--- src/accel_regs_pkg.sv ---
// Purpose: shared constants for the accelerometer configuration and status register bank
// Assumes: register indices are byte-wide slots placed one per 32-bit AHB word
// Notes: byte address of a register is four times its index
package accel_regs_pkg;

  // bus geometry
  localparam int ADDR_W = 10;
  localparam int DATA_W = 32;
  localparam int BYTE_W = 8;

  // register indices
  localparam logic [7:0] IDX_FILL_LO = 8'h24;
  localparam logic [7:0] IDX_FILL_HI = 8'h25;
  localparam logic [7:0] IDX_FIFO_PORT = 8'h26;
  localparam logic [7:0] IDX_ACTIVITY = 8'h27;
  localparam logic [7:0] IDX_STATUS = 8'h2A;
  localparam logic [7:0] IDX_RATE_CFG = 8'h40;
  localparam logic [7:0] IDX_RANGE = 8'h41;

  // reset values
  localparam logic [7:0] RATE_CFG_RESET = 8'hA8;
  localparam logic [1:0] RANGE_RESET = 2'h1;
  localparam logic [7:0] BYTE_ZERO = 8'h00;

  // field layout of the rate/filter configuration byte, and the range field width
  localparam int ODR_LSB = 0;
  localparam int ODR_W = 4;
  localparam int BWP_LSB = 4;
  localparam int BWP_W = 3;
  localparam int PERF_BIT = 7;
  localparam int RANGE_W = 2;

  // fill counter split across two bytes
  localparam int FILL_W = 14;
  localparam int FILL_HI_W = 6;

  // status byte layout
  localparam int MSG_W = 5;
  localparam int REMAP_BIT = 5;
  localparam int LOW_RATE_BIT = 6;
  localparam int TAP_RATE_BIT = 7;

  // output rate codes
  localparam logic [3:0] ODR_MIN_CODE = 4'h1;
  localparam logic [3:0] ODR_MAX_CODE = 4'hC;
  localparam logic [3:0] ODR_50HZ_CODE = 4'h7;
  localparam logic [3:0] ODR_100HZ_CODE = 4'h8;

  // bandwidth codes in continuous filter mode
  localparam logic [2:0] BWP_OSR4 = 3'h0;
  localparam logic [2:0] BWP_OSR2 = 3'h1;
  localparam logic [2:0] BWP_NORMAL = 3'h2;

  // AHB transfer type bit that marks an active transfer, and the OKAY response code
  localparam int HTRANS_ACTIVE_BIT = 1;
  localparam logic HRESP_OKAY = 1'b0;

  // internal status message codes
  typedef enum logic [MSG_W-1:0] {
    MSG_NOT_INIT = 5'h00,
    MSG_INIT_OK = 5'h01,
    MSG_INIT_ERR = 5'h02,
    MSG_DRV_ERR = 5'h03,
    MSG_SNS_STOP = 5'h04
  } status_msg_t;

  // effective filter behaviour decoded from the configuration
  typedef enum logic [2:0] {
    FILT_OSR4 = 3'h0,
    FILT_OSR2 = 3'h1,
    FILT_NORMAL = 3'h3,
    FILT_AVERAGE = 3'h2,
    FILT_RESERVED = 3'h6
  } filter_mode_t;

  // byte address of a register index
  function automatic logic [ADDR_W-1:0] reg_addr(input logic [7:0] idx);
    reg_addr = {idx, 2'b00};
  endfunction

endpackage

--- src/accel_config_status_regs.sv ---
// Purpose: AHB-Lite register bank for accelerometer fill count, FIFO port, status and config
// Assumes: single AHB-Lite slave, zero wait states, FIFO source presents its head byte
// Notes: registers are one byte each in the low lane of an aligned word
//
// Contract
// - fill count is 14 bits over two bytes
// - one read port streams successive FIFO bytes
// - status low five bits carry init message
// - status bit 5 flags bad axis remapping
// - status bit 6 flags rate too low for 50Hz
// - status bit 7 flags rate too low for tap
// - rate field selects 25/32 Hz to 1600 Hz
// - rate applies whatever the power mode
// - continuous mode bandwidth picks OSR4, OSR2, normal
// - averaging mode averages two to the code samples
// - bit 7 picks averaging or continuous filter
// - range field picks 2/4/8/16 g, resets 4g
// - rate config resets to 0xA8
//
// Chosen here: the AHB-Lite interface to the registers.
`timescale 1ns/1ns
module accel_config_status_regs #(
  parameter logic [3:0] TAP_MIN_CODE = 4'h9
) (
  input wire logic hclk,
  input wire logic hresetn,
  // AHB-Lite slave
  input wire logic hsel,
  input wire logic [accel_regs_pkg::ADDR_W-1:0] haddr,
  input wire logic [1:0] htrans,
  input wire logic hwrite,
  input wire logic [2:0] hsize,
  input wire logic [accel_regs_pkg::DATA_W-1:0] hwdata,
  input wire logic hready,
  output logic hreadyout,
  output logic hresp,
  output logic [accel_regs_pkg::DATA_W-1:0] hrdata,
  // FIFO engine side
  input wire logic [accel_regs_pkg::FILL_W-1:0] fifo_fill_level,
  input wire logic [accel_regs_pkg::BYTE_W-1:0] fifo_head_byte,
  input wire logic fifo_head_valid,
  output logic fifo_pop,
  // feature engine and core state
  input wire logic [accel_regs_pkg::BYTE_W-1:0] activity_code,
  input wire logic [accel_regs_pkg::MSG_W-1:0] status_msg,
  input wire logic remap_fault,
  input wire logic feature_50hz_en,
  input wire logic tap_en,
  // configuration to the sensing path
  output logic [accel_regs_pkg::ODR_W-1:0] odr_sel,
  output logic odr_code_reserved,
  output logic perf_mode,
  output logic [accel_regs_pkg::BWP_W-1:0] bwp_sel,
  output accel_regs_pkg::filter_mode_t filter_mode,
  output logic [accel_regs_pkg::BWP_W-1:0] avg_log2,
  output logic [accel_regs_pkg::RANGE_W-1:0] range_sel
);
  import accel_regs_pkg::*;

  // address phase capture for the write data phase
  logic wr_pend_q;
  logic [ADDR_W-1:0] wr_addr_q;

  // configuration storage
  logic [BYTE_W-1:0] rate_cfg_q;
  logic [BYTE_W-1:0] rate_cfg_d;
  logic [RANGE_W-1:0] range_q;
  logic [RANGE_W-1:0] range_d;

  // read path
  logic [BYTE_W-1:0] rd_byte;
  logic [DATA_W-1:0] hrdata_q;
  logic [BYTE_W-1:0] status_byte;

  // decoded configuration, registered
  logic odr_reserved_q;
  filter_mode_t filter_mode_q;
  logic [BWP_W-1:0] avg_log2_q;

  logic xfer_ok;
  logic rd_accept;
  logic wr_accept;
  logic port_read;

  // true when a byte address hits a given register index
  function automatic logic hit(input logic [ADDR_W-1:0] a, input logic [7:0] idx);
    hit = (a == reg_addr(idx));
  endfunction

  // reserved rate codes sit at both ends of the table
  function automatic logic odr_is_reserved(input logic [ODR_W-1:0] code);
    odr_is_reserved = (code < ODR_MIN_CODE) || (code > ODR_MAX_CODE);
  endfunction

  // the bus sees a single zero-wait slave that never errors
  assign hreadyout = 1'b1;
  assign hresp = HRESP_OKAY;
  assign hrdata = hrdata_q;

  // a transfer is taken in its address phase when the bus is ready
  assign xfer_ok = hsel && htrans[HTRANS_ACTIVE_BIT] && hready;
  assign rd_accept = xfer_ok && !hwrite;
  assign wr_accept = xfer_ok && hwrite;

  // each accepted read of the port consumes one head byte when the head is valid
  assign port_read = rd_accept && hit(haddr, IDX_FIFO_PORT);
  assign fifo_pop = port_read && fifo_head_valid;

  // remember the write target until its data phase
  always_ff @(posedge hclk or negedge hresetn) begin
    if (!hresetn) begin
      wr_pend_q <= 1'b0;
      wr_addr_q <= '0;
    end else begin
      wr_pend_q <= wr_accept;
      if (wr_accept) begin
        wr_addr_q <= haddr;
      end
    end
  end

  // only the two config registers take writes; all else is dropped
  always_comb begin
    rate_cfg_d = rate_cfg_q;
    range_d = range_q;
    if (wr_pend_q && hit(wr_addr_q, IDX_RATE_CFG)) begin
      rate_cfg_d = hwdata[BYTE_W-1:0];
    end
    if (wr_pend_q && hit(wr_addr_q, IDX_RANGE)) begin
      range_d = hwdata[RANGE_W-1:0];
    end
  end

  // rate/filter configuration register
  always_ff @(posedge hclk or negedge hresetn) begin
    if (!hresetn) begin
      rate_cfg_q <= RATE_CFG_RESET;
    end else begin
      rate_cfg_q <= rate_cfg_d;
    end
  end

  // full-scale range register
  always_ff @(posedge hclk or negedge hresetn) begin
    if (!hresetn) begin
      range_q <= RANGE_RESET;
    end else begin
      range_q <= range_d;
    end
  end

  // status flags are judged against the live rate setting
  config_fault_eval #(
    .TAP_MIN_CODE(TAP_MIN_CODE)
  ) u_fault_eval (
    .hclk(hclk),
    .hresetn(hresetn),
    .odr_code(rate_cfg_q[ODR_LSB +: ODR_W]),
    .status_msg(status_msg),
    .remap_fault(remap_fault),
    .feature_50hz_en(feature_50hz_en),
    .tap_en(tap_en),
    .status_q(status_byte)
  );

  // read mux forwards a write in flight so back-to-back write/read is coherent
  always_comb begin
    rd_byte = BYTE_ZERO;
    if (hit(haddr, IDX_FILL_LO)) begin
      rd_byte = fifo_fill_level[BYTE_W-1:0];
    end else if (hit(haddr, IDX_FILL_HI)) begin
      rd_byte = {2'b00, fifo_fill_level[FILL_W-1:BYTE_W]};
    end else if (hit(haddr, IDX_FIFO_PORT)) begin
      rd_byte = fifo_head_valid ? fifo_head_byte : BYTE_ZERO;
    end else if (hit(haddr, IDX_ACTIVITY)) begin
      rd_byte = activity_code;
    end else if (hit(haddr, IDX_STATUS)) begin
      rd_byte = status_byte;
    end else if (hit(haddr, IDX_RATE_CFG)) begin
      rd_byte = rate_cfg_d;
    end else if (hit(haddr, IDX_RANGE)) begin
      rd_byte = {{(BYTE_W-RANGE_W){1'b0}}, range_d};
    end
  end

  // read data is latched at the address phase edge, held until the next read
  always_ff @(posedge hclk or negedge hresetn) begin
    if (!hresetn) begin
      hrdata_q <= '0;
    end else if (rd_accept) begin
      hrdata_q <= {{(DATA_W-BYTE_W){1'b0}}, rd_byte};
    end
  end

  // filter decode: continuous mode uses the low three codes, others reserved
  always_ff @(posedge hclk or negedge hresetn) begin
    if (!hresetn) begin
      filter_mode_q <= FILT_NORMAL;
      avg_log2_q <= '0;
    end else if (rate_cfg_d[PERF_BIT]) begin
      avg_log2_q <= '0;
      unique case (rate_cfg_d[BWP_LSB +: BWP_W])
        BWP_OSR4: filter_mode_q <= FILT_OSR4;
        BWP_OSR2: filter_mode_q <= FILT_OSR2;
        BWP_NORMAL: filter_mode_q <= FILT_NORMAL;
        default: filter_mode_q <= FILT_RESERVED;
      endcase
    end else begin
      filter_mode_q <= FILT_AVERAGE;
      avg_log2_q <= rate_cfg_d[BWP_LSB +: BWP_W];
    end
  end

  // rate code check; the code passes through whatever the power mode
  always_ff @(posedge hclk or negedge hresetn) begin
    if (!hresetn) begin
      odr_reserved_q <= 1'b0;
    end else begin
      odr_reserved_q <= odr_is_reserved(rate_cfg_d[ODR_LSB +: ODR_W]);
    end
  end

  // configuration outputs come straight from the registers
  assign odr_sel = rate_cfg_q[ODR_LSB +: ODR_W];
  assign odr_code_reserved = odr_reserved_q;
  assign perf_mode = rate_cfg_q[PERF_BIT];
  assign bwp_sel = rate_cfg_q[BWP_LSB +: BWP_W];
  assign filter_mode = filter_mode_q;
  assign avg_log2 = avg_log2_q;
  assign range_sel = range_q;

  // hsize is accepted but only the low byte lane carries register data
  logic unused_size;
  assign unused_size = ^hsize;

endmodule // accel_config_status_regs

--- src/config_fault_eval.sv ---
// Purpose: judges the configured output rate against feature needs and builds the status byte
// Assumes: feature enables and remap fault come from the sensor core as steady levels
// Notes: flags are levels that follow the configuration, registered once
`timescale 1ns/1ns
module config_fault_eval #(
  parameter logic [3:0] TAP_MIN_CODE = 4'h9
) (
  input wire logic hclk,
  input wire logic hresetn,
  input wire logic [accel_regs_pkg::ODR_W-1:0] odr_code,
  input wire logic [accel_regs_pkg::MSG_W-1:0] status_msg,
  input wire logic remap_fault,
  input wire logic feature_50hz_en,
  input wire logic tap_en,
  output logic [accel_regs_pkg::BYTE_W-1:0] status_q
);
  import accel_regs_pkg::*;

  logic [BYTE_W-1:0] status_d;

  // rate checks compare codes; higher code means faster rate
  always_comb begin
    status_d = BYTE_ZERO;
    status_d[MSG_W-1:0] = status_msg;
    status_d[REMAP_BIT] = remap_fault;
    status_d[LOW_RATE_BIT] = feature_50hz_en && (odr_code < ODR_50HZ_CODE);
    status_d[TAP_RATE_BIT] = tap_en && (odr_code < TAP_MIN_CODE);
  end

  // registered so the read mux sees a clean byte
  always_ff @(posedge hclk or negedge hresetn) begin
    if (!hresetn) begin
      status_q <= BYTE_ZERO;
    end else begin
      status_q <= status_d;
    end
  end

endmodule // config_fault_eval

--- config.mk ---
export PLATFORM = sky130hd
export DESIGN_NAME = accel_config_status_regs
export DESIGN_NICKNAME = d
export VERILOG_FILES = /design/src/accel_regs_pkg.sv /design/src/accel_config_status_regs.sv /design/src/config_fault_eval.sv
export SDC_FILE = /design/constraint.sdc
export NUM_CORES = 1
export LEC_CHECK = 0
export BUFFER_PORTS_ARGS = -buffer_cell sky130_fd_sc_hd__buf_2
export CORE_ASPECT_RATIO = 1.25
export CORE_UTILIZATION = 48
export DETAILED_ROUTE_END_ITERATION = 6
export HOLD_SLACK_MARGIN = 0.05
export PLACE_DENSITY = 0.86
export SLEW_MARGIN = 20
export SYNTH_ARGS = -nofsm -noshare
export SYNTH_HDL_FRONTEND = slang
export SYNTH_SLANG_ARGS = --single-unit
--- constraint.sdc ---
create_clock -name hclk -period 3.5 [get_ports hclk]
set_clock_uncertainty 0.2 [all_clocks]
set_input_delay 0.175 -clock hclk [delete_from_list [all_inputs] [get_ports hclk]]
set_output_delay 0.175 -clock hclk [all_outputs]
set_load 0.02 [all_outputs]
Yosys cells after proc, flatten, opt, wreduce, memory -nomap -nowiden
Index checks and enable logic that the tools add are counted.
{ "word_totals": {"wordCells": 50, "reg_bits": 44, "inputBits": 91, "output_inout_bits": 52} }
{ "classes": {"order_cmp": 4, "n_mux": 13, "eq_ne": 11, "reduce_logical": 13} }
{ "ops": {"columns": ["op", "count"], "rows": [
  ["$mux 8", 8],
  ["$eq 10x8->1 const B", 5],
  ["$eq 10x9->1 const B", 4],
  ["$logic_and 1x1->1", 10],
  ["$pmux 3 s3", 1],
  ["$mux 3", 2],
  ["$gt 4x4->1 const B", 1],
  ["$lt 4x1->1 const B", 1],
  ["$lt 4x3->1 const B", 1],
  ["$lt 4x4->1 const B", 1],
  ["$mux 2", 2],
  ["$eq 3x1->1 const B", 1],
  ["$eq 3x2->1 const B", 1],
  ["$logic_not 3->1", 1],
  ["$logic_not 1->1", 1],
  ["$logic_or 1x1->1", 1]
]} }

Logic depth before layout (Yosys ltp)
Gate-level depths: netlist of run 1.
{ "logic_depth": {"word_depth": 10, "ltp_mapped": 7} }

Hierarchy
A second synthesis of run 1 with hierarchy kept.
{ "hier_totals": {"cells_unflattened": 294, "area_unflattened_um2": 2645.0} }
{ "by_module_without_submodules": {"columns": ["mod", "instances", "area_each_um2", "seq_area_each_um2", "cells_each"], "rows": [
  ["accel_config_status_regs", 1, 2418.6, 908.4, 282],
  ["config_fault_eval", 1, 226.5, 200.2, 12]
]} }

Worst setup path after synthesis of run 1
Ideal clock, no wire load.
{ "synth_path": {"path_type": "register to register", "start": "register wr_addr_q[3]", "end": "register odr_reserved_q (netlist: odr_code_reserved)", "slack_ns": 1.343, "path_stages_with_launch": 7, "required_time_ns": 3.235, "arrival_ns": 1.892, "path_cell_list": "dfrtp_1 -> nor4_4 -> nand4b_2 -> buf_6 -> mux2_4 -> or4_1 -> nand2_1"} }
{ "synth_between": {"elab_chain_cells": 5, "elab_cells_between_ends": 6} }
{ "synth_lines": {"columns": ["item", "line_no", "source"], "rows": [
  ["start, declared", "accel_config_status_regs.sv:62", "logic [ADDR_W-1:0] wr_addr_q;"],
  ["start signal, assigned", "accel_config_status_regs.sv:117", "wr_addr_q <= haddr;"],
  ["$eq 10x9->1 (*)", "accel_config_status_regs.sv:87", "hit = (a == reg_addr(idx));"],
  ["$logic_and 1x1->1 (*)", "accel_config_status_regs.sv:126", "if (wr_pend_q && hit(wr_addr_q, IDX_RATE_CFG)) begin"],
  ["$mux 8 (*)", "accel_config_status_regs.sv:126", null],
  ["named net rate_cfg_d[3]", "accel_config_status_regs.sv:66", "logic [BYTE_W-1:0] rate_cfg_d;"],
  ["$lt 4x1->1 / $gt 4x4->1 (equally long branches)", "accel_config_status_regs.sv:92", "odr_is_reserved = (code < ODR_MIN_CODE) || (code > ODR_MAX_CODE);"],
  ["$logic_or 1x1->1 (*)", "accel_config_status_regs.sv:92", null],
  ["end signal, assigned", "accel_config_status_regs.sv:219", "odr_reserved_q <= odr_is_reserved(rate_cfg_d[ODR_LSB +: ODR_W]);"],
  ["end, declared", "accel_config_status_regs.sv:76", "logic odr_reserved_q;"]
]} }
Mark *: on every way through the listed nets, which the timed path passes. The rest lies on a longest branch.
A chain may end at the register's enable or synchronous reset.

Worst setup path after layout of run 1
{ "layout_path": {"start": "register wr_addr_q[1]", "end": "register filter_mode_q[0] (netlist: filter_mode[0])"} }
{ "layout_between": {"elab_chain_cells": 6, "elab_cells_between_ends": 8} }
{ "layout_lines": {"columns": ["item", "line_no", "source"], "rows": [
  ["$eq 10x9->1 (*)", "accel_config_status_regs.sv:87", null],
  ["$logic_and 1x1->1 (*)", "accel_config_status_regs.sv:126", null],
  ["$mux 8 (*)", "accel_config_status_regs.sv:126", null],
  ["named net rate_cfg_d[5]", "accel_config_status_regs.sv:66", null],
  ["$eq 3x2->1 (tied with other cells)", "accel_config_status_regs.sv:202", "unique case (rate_cfg_d[BWP_LSB +: BWP_W])"],
  ["$pmux 3 s3 (*)", "accel_config_status_regs.sv:202", null],
  ["$mux 3 (*)", "accel_config_status_regs.sv:200", "end else if (rate_cfg_d[PERF_BIT]) begin"],
  ["end signal, assigned", "accel_config_status_regs.sv:203", "BWP_OSR4: filter_mode_q <= FILT_OSR4;"],
  ["end signal, assigned", "accel_config_status_regs.sv:204", "BWP_OSR2: filter_mode_q <= FILT_OSR2;"],
  ["end signal, assigned", "accel_config_status_regs.sv:205", "BWP_NORMAL: filter_mode_q <= FILT_NORMAL;"],
  ["end, declared", "accel_config_status_regs.sv:77", "filter_mode_t filter_mode_q;"]
]} }
Marks and branches as above.

==> flow_summary.ini, run 1 <==
[outcome]
status = finished, final reports clean

[clock_network]
cts_tree = done
postCtsSetupRepairBufs = 0
root_buffer = clkbuf_8
cts-htree-levels = 2
ctsResizeCount = 0
clk_pin_slew_worst_paths_ps = 90
cts_sinks = 44
clk_latency_ps = 300
cts-hold-fix-buffers = 32
numCtsBuffers = 5
cts_buffer_depth = 2

[grt]
grt.total_usage_pct = 29.3
grt_max_degree = 45
grt_pass1_vias = 2551
grt_pass1_wl_mm = 12.4
antenna_found_initial = 0
grt_remaining_overflow = 0

[setup_path]
critPathRequiredTime_ps = 3530
reg2regPathDepth = 7
r2r_setup_slack_ps = 590
timing.rr.start = wr_addr_q[1]
critPathMaxStageDelay_ps = 570
crit_path_start_kind = flip-flop
reg2reg_to = filter_mode[0]
path_class = flip-flop to flip-flop
crit_chain = nor4b_2 -> nand4b_2 -> mux2i_1 -> inv_1 -> nand2_1 -> a2bb2oi_1 -> dlygate4sd3_1
crit_fanout = 12
cp-end-kind = flip-flop
worstPathArrival_ps = 2930
cp_slowest_cell = dlygate4sd3_1

[floorplanning]
dieArea_um2 = 5660
die_height_um = 83.9
io_pins = 143
row_count = 29
die_x_um = 67.5
core-area_um2 = 5120
initial_core_util_pct = 50.3

[worst_hold_path]
hold_depth = 4
hold_path.class = input port to flip-flop
hold-path-endpoint = hrdata[2]
hold_start = fifo_head_byte[2]

[cells_and_area]
antenna_cells = 0
drive_above_1_share_pct = 28.4
final_cells = 471
final_common_cell = buf_2
nets = 499
area_growth_pct = 32.1
final_cell_mix = 88 x buf_2, 56 x nand2_1, 38 x dfrtp_1
final_area_um2 = 3400

[synth]
synth_area_um2 = 2570
synth_seq_cells = 44
yosysUniqueCellTypes = 46
synth_area_per_cell_um2 = 8.81
yosys_warnings = 0
async_flop_share_pct = 100
synth_flop_cell = dfrtp_1
synth_edf_count = 0
ys_seq_area_share_pct = 43.1
postSynthCellCount = 292

[timing]
fin_setup_tns_ps = 0
worstMarginPinSlew_ps = 955
maxSlewHeadroom_pct = 36.4
slew_violations = 0
fmax_mhz = 344
finalHoldViolCount = 0
rsz0062_at_grt = false
setup_viol_count_final = 0
period_share_pct = 83.1
fin_crit_ps = 2910

[route]
postRouteAntennaNets = 0
wl_mm = 7.54
viasPerCell = 5.67
drc = 0
wire_per_inst_um = 16.0
drt_first_iter_violations = 165
dr_total_vias = 2671
drtPass1Iterations = 6

[placement]
gp_congestion = 0.949
io_buffer_count = 88
placed_area_um2 = 2960
place_hpwl_mm = 5.02
place_inst = 431

[pwr]
leakagePower_nw = 1.67
ir_drop_mv = 0.317
p_per_area_nw_per_um2 = 398

[job]
maxCapViolCount = 0
area by class of cell:
type	count	area, um2
tap	62	77.6
sequential	44	1110
timing repair buffer	122	776
clock inverter	2	38.8
inverter	7	26.3
multi-input combinational	228	1290
clock buffer	6	82.6
fill	399	1720
routing by layer:
metal | routed length [um] | global-route usage (%)
met2 | 3980 | 50.4
met1 | 2750 | 35.5
met3 | 605 | 4.78
met4 | 205 | 10.6
met5 | 0 | 0
through the flow:
step / hold WS (ps) / power, mW / util, % / setup slack, ps
final: 49.3 / 1.35 / 66.4 / 593
after global routing: 118 / 1.41 / 66.4 / 403
after CTS: 52.6 / 1.35 / 66.4 / 679
after detailed placement: 84.3 / 0.908 / 57.8 / 971
after global placement: 83.8 / 0.899 / 57.8 / 1010
after floorplan: -321 / 0.815 / - / 1340
state kept, by name (all words and copies together) (netlist names):
signal and cells:
wr_addr_q 10, wr_pend_q 1, rate_cfg_q 8, filter_mode 3
range_sel 2, avg_log2 3, odr_code_reserved 1, hrdata 8
u_fault_eval.status_q 8
where the power goes:
part / internal, mW / total, mW / switching [mW] / leakage [nW]
clock: 0.234 / 0.416 / 0.182 / 0.0614
sequential: 0.571 / 0.616 / 0.0453 / 0.533
combinational: 0.129 / 0.321 / 0.192 / 1.08
total: 0.933 / 1.35 / 0.420 / 1.67
cell usage after synthesis (all sizes together) (2+ instances only):
library cell,number,area [um2]
mux2i,5,50.1
nor3b,2,15.0
o21ai,10,50.1
nor2b,3,18.8
o2bb2ai,2,17.5
nand3,4,20.0
o22ai,2,12.5
a31oi,6,37.5
mux2,6,71.3
o31ai,3,22.5
clkbuf,10,37.5
dfrtp,38,951
nor3,2,10.0
inv,6,22.5
a21oi,29,145
a21o,4,30.0
o32ai,2,17.5
dfstp,6,158
a311oi,2,17.5
nand4b,2,23.8
nand2,56,210
o22a,2,17.5
nor2,18,67.6
nor4b,5,56.3
and3,3,18.8
nand4,9,56.3
and2,2,12.5
conb,2,7.51
a2bb2oi,3,26.3
a32oi,4,35.0
buf,27,206
nor4,8,65.1
worst max path at each step:
stage | end | slack, ps | depth (start not counted) | start
4_1_cts | filter_mode[0] | 680 | 7 | wr_addr_q[1]
6_report | filter_mode[0] | 590 | 7 | wr_addr_q[1]
5_1_grt | filter_mode[0] | 400 | 7 | wr_addr_q[3]
3_5_place_dp | odr_code_reserved | 970 | 5 | wr_addr_q[1]
3_3_place_gp | odr_code_reserved | 1010 | 5 | wr_addr_q[1]
2_1_floorplan | odr_code_reserved | 1340 | 6 | wr_addr_q[3]
critical path: cells and delay by family (launching register included):
| kind | cells | cell delay (ps) |
|---|---|---|
| buf+inv | 2 | 720 |
| compound gates | 1 | 60 |
| flops | 1 | 430 |
| simple gates | 3 | 940 |
| mux | 1 | 480 |
cell families (layout without fill, tap and decap cells):
| kind of cell | count (synthesis) | count (layout) | synth area share (%) |
|---|---|---|---|
| mux | 11 | 11 | 4.72 |
| buf+inv | 44 | 137 | 10.5 |
| compound gates | 71 | 71 | 17.3 |
| other cells | 2 | 26 | 0.292 |
| simple gates | 120 | 120 | 24.2 |
| flops | 44 | 44 | 43.1 |
Power figures use the tool's default switching activity.
==> run 2: changes to the inputs <==
--- a/config.mk
+++ b/config.mk
@@ -7,10 +7,10 @@
 export LEC_CHECK = 0
 export BUFFER_PORTS_ARGS = -buffer_cell sky130_fd_sc_hd__buf_2
 export CORE_ASPECT_RATIO = 1.25
-export CORE_UTILIZATION = 48
+export CORE_UTILIZATION = 40
 export DETAILED_ROUTE_END_ITERATION = 6
 export HOLD_SLACK_MARGIN = 0.05
-export PLACE_DENSITY = 0.86
+export PLACE_DENSITY = 0.76
 export SLEW_MARGIN = 20
 export SYNTH_ARGS = -nofsm -noshare
 export SYNTH_HDL_FRONTEND = slang
==> constraint.sdc (replaced) <==
create_clock -name hclk -period 2.3 [get_ports hclk]
set_clock_uncertainty 0.2 [all_clocks]
set_input_delay 0.115 -clock hclk [delete_from_list [all_inputs] [get_ports hclk]]
set_output_delay 0.115 -clock hclk [all_outputs]
set_load 0.02 [all_outputs]
==> flow_summary.ini, run 2 (synthesis results as in run 1) <==
[setup_path]
critPathRequiredTime_ps = 2280
worstPathArrival_ps = 2210
path_class = flip-flop to flip-flop
crit_fanout = 8
cp-end-kind = flip-flop
crit_path_start_kind = flip-flop

[timing]
fin_crit_ps = 2230
final.setup.worst_slack_ps = 65.6
worstMarginPinSlew_ps = 558
fmax_mhz = 448
maxSlewHeadroom_pct = 62.7
finalHoldViolCount = 0
period_share_pct = 97.1
setup_viol_count_final = 0
slew_violations = 0

[route]
wire_per_inst_um = 14.8
dr_total_vias = 2678
viasPerCell = 5.22
wl_mm = 7.59
postRouteAntennaNets = 0
drt_first_iter_violations = 149
drc = 0
drtPass1Iterations = 4

[cells_and_area]
top_register = wr_addr_q
drive_above_1_share_pct = 30.8
antenna_cells = 0
largest_reg_flops = 10
final_cell_mix = 88 x buf_2, 56 x nand2_1, 38 x dfrtp_1
area_growth_pct = 39.9
nets = 518
final_common_cell = buf_2
final_area_um2 = 3600

[placement]
place_hpwl_mm = 5.31
io_buffer_count = 88
dp_slack_ps = 37.4
placed_area_um2 = 3090
gp_congestion = 0.896

[floorplanning]
core-area_um2 = 6210
row_count = 32
io_pins = 143
die_height_um = 91.7
die_x_um = 73.7
dieArea_um2 = 6760
initial_core_util_pct = 41.5

[grt]
use_met3_pct = 3.52
grt_use_met1_pct = 28.5
grt_max_degree = 33
antenna_found_initial = 0
grt_pass1_vias = 2534
grt.total_usage_pct = 22.8
grt_remaining_overflow = 0
busiest_layer = met2
grt_pass1_wl_mm = 11.8
use_met2_pct = 39.1

[pwr]
p_sw_mw = 0.636
p_comb_share_pct = 26.7
leakagePower_nw = 1.76
ir_drop_mv = 0.480
p_per_area_nw_per_um2 = 549
swShare_pct = 32.2
clockPowerShare_pct = 25.5
power.internal_mw = 1.34
seq_power_share_pct = 47.8

[clock_network]
numCtsBuffers = 5
cts_tree = done
clk_pin_slew_worst_paths_ps = 80
cts-htree-levels = 2
cts_sinks = 44
cts_buffer_depth = 2
clk_latency_ps = 290
root_buffer = clkbuf_8

[job]
maxCapViolCount = 0

[worst_hold_path]
hold_path.class = input port to flip-flop

[outcome]
status = finished, final reports clean
[run 2: cell type report]
type | count | area (um2)
Clock buffer | 7 | 86.3
Multi-Input combinational cell | 228 | 1330
Tap cell | 85 | 106
Clock inverter | 1 | 7.51
Inverter | 7 | 26.3
Timing Repair Buffer | 141 | 931
Fill cell | 551 | 2610
Sequential cell | 44 | 1110
[run 2: per-stage QoR]
stage	std cells	setup TNS [ps]	total power, mW	hold WS, ps	utilization (%)
2_1_floorplan	316	0	1.24	-381	-
6_report	513	0	1.97	59.3	58.0
3_3_place_gp	468	0	1.39	-191	49.8
5_1_grt	513	-30.1	2.06	86.0	58.0
4_1_cts	513	0	1.96	55.9	57.3
3_5_place_dp	468	0	1.41	-188	49.8
[run 2: final timing paths]
path	depth (start not counted)	to	from	slack, ps
max in group asynchronous	3	wr_addr_q[2]	hresetn	840
worst max register to register	7	hrdata[5]	wr_addr_q[9]	70
worst min-delay path	4	hrdata[0]	fifo_fill_level[8]	60
worst max-delay path	7	hrdata[5]	wr_addr_q[9]	70
min in group asynchronous	3	range_sel[1]	hresetn	200
worst min register to register	2	wr_addr_q[6]	wr_addr_q[6]	290
[run 2: critical path, stage by stage, from the launching register on]
cell      delay, ps
dfrtp_1         440
nor4b_4         380
nand4b_4        210
buf_4           230
mux2i_1         270
inv_1           140
a21oi_1         160
o21ai_0          90
[run 2: repair_timing]
action,CTS,global route
setup buffers,0,0
resized for setup,0,7
hold endpoints to repair,77,0
hold buffers,37,0
endpoints found under the setup margin,0,10
[run 2: routing by layer]
metal | up-vias | wire [um]
met5 | - | 0
met4 | 0 | 191
met3 | 18 | 403
met2 | 126 | 4010
met1 | 1263 | 2980
li1 | 1271 | -
[run 2: power by group through the flow]
| stage | Clock, mW | Combinational, mW | Sequential, mW |
|---|---|---|---|
| after floorplan | 0 | 0.242 | 0.998 |
| after global placement | 0 | 0.446 | 0.948 |
| after detailed placement | 0 | 0.456 | 0.951 |
| after CTS | 0.514 | 0.507 | 0.936 |
| after global routing | 0.538 | 0.572 | 0.954 |
| final | 0.503 | 0.528 | 0.943 |
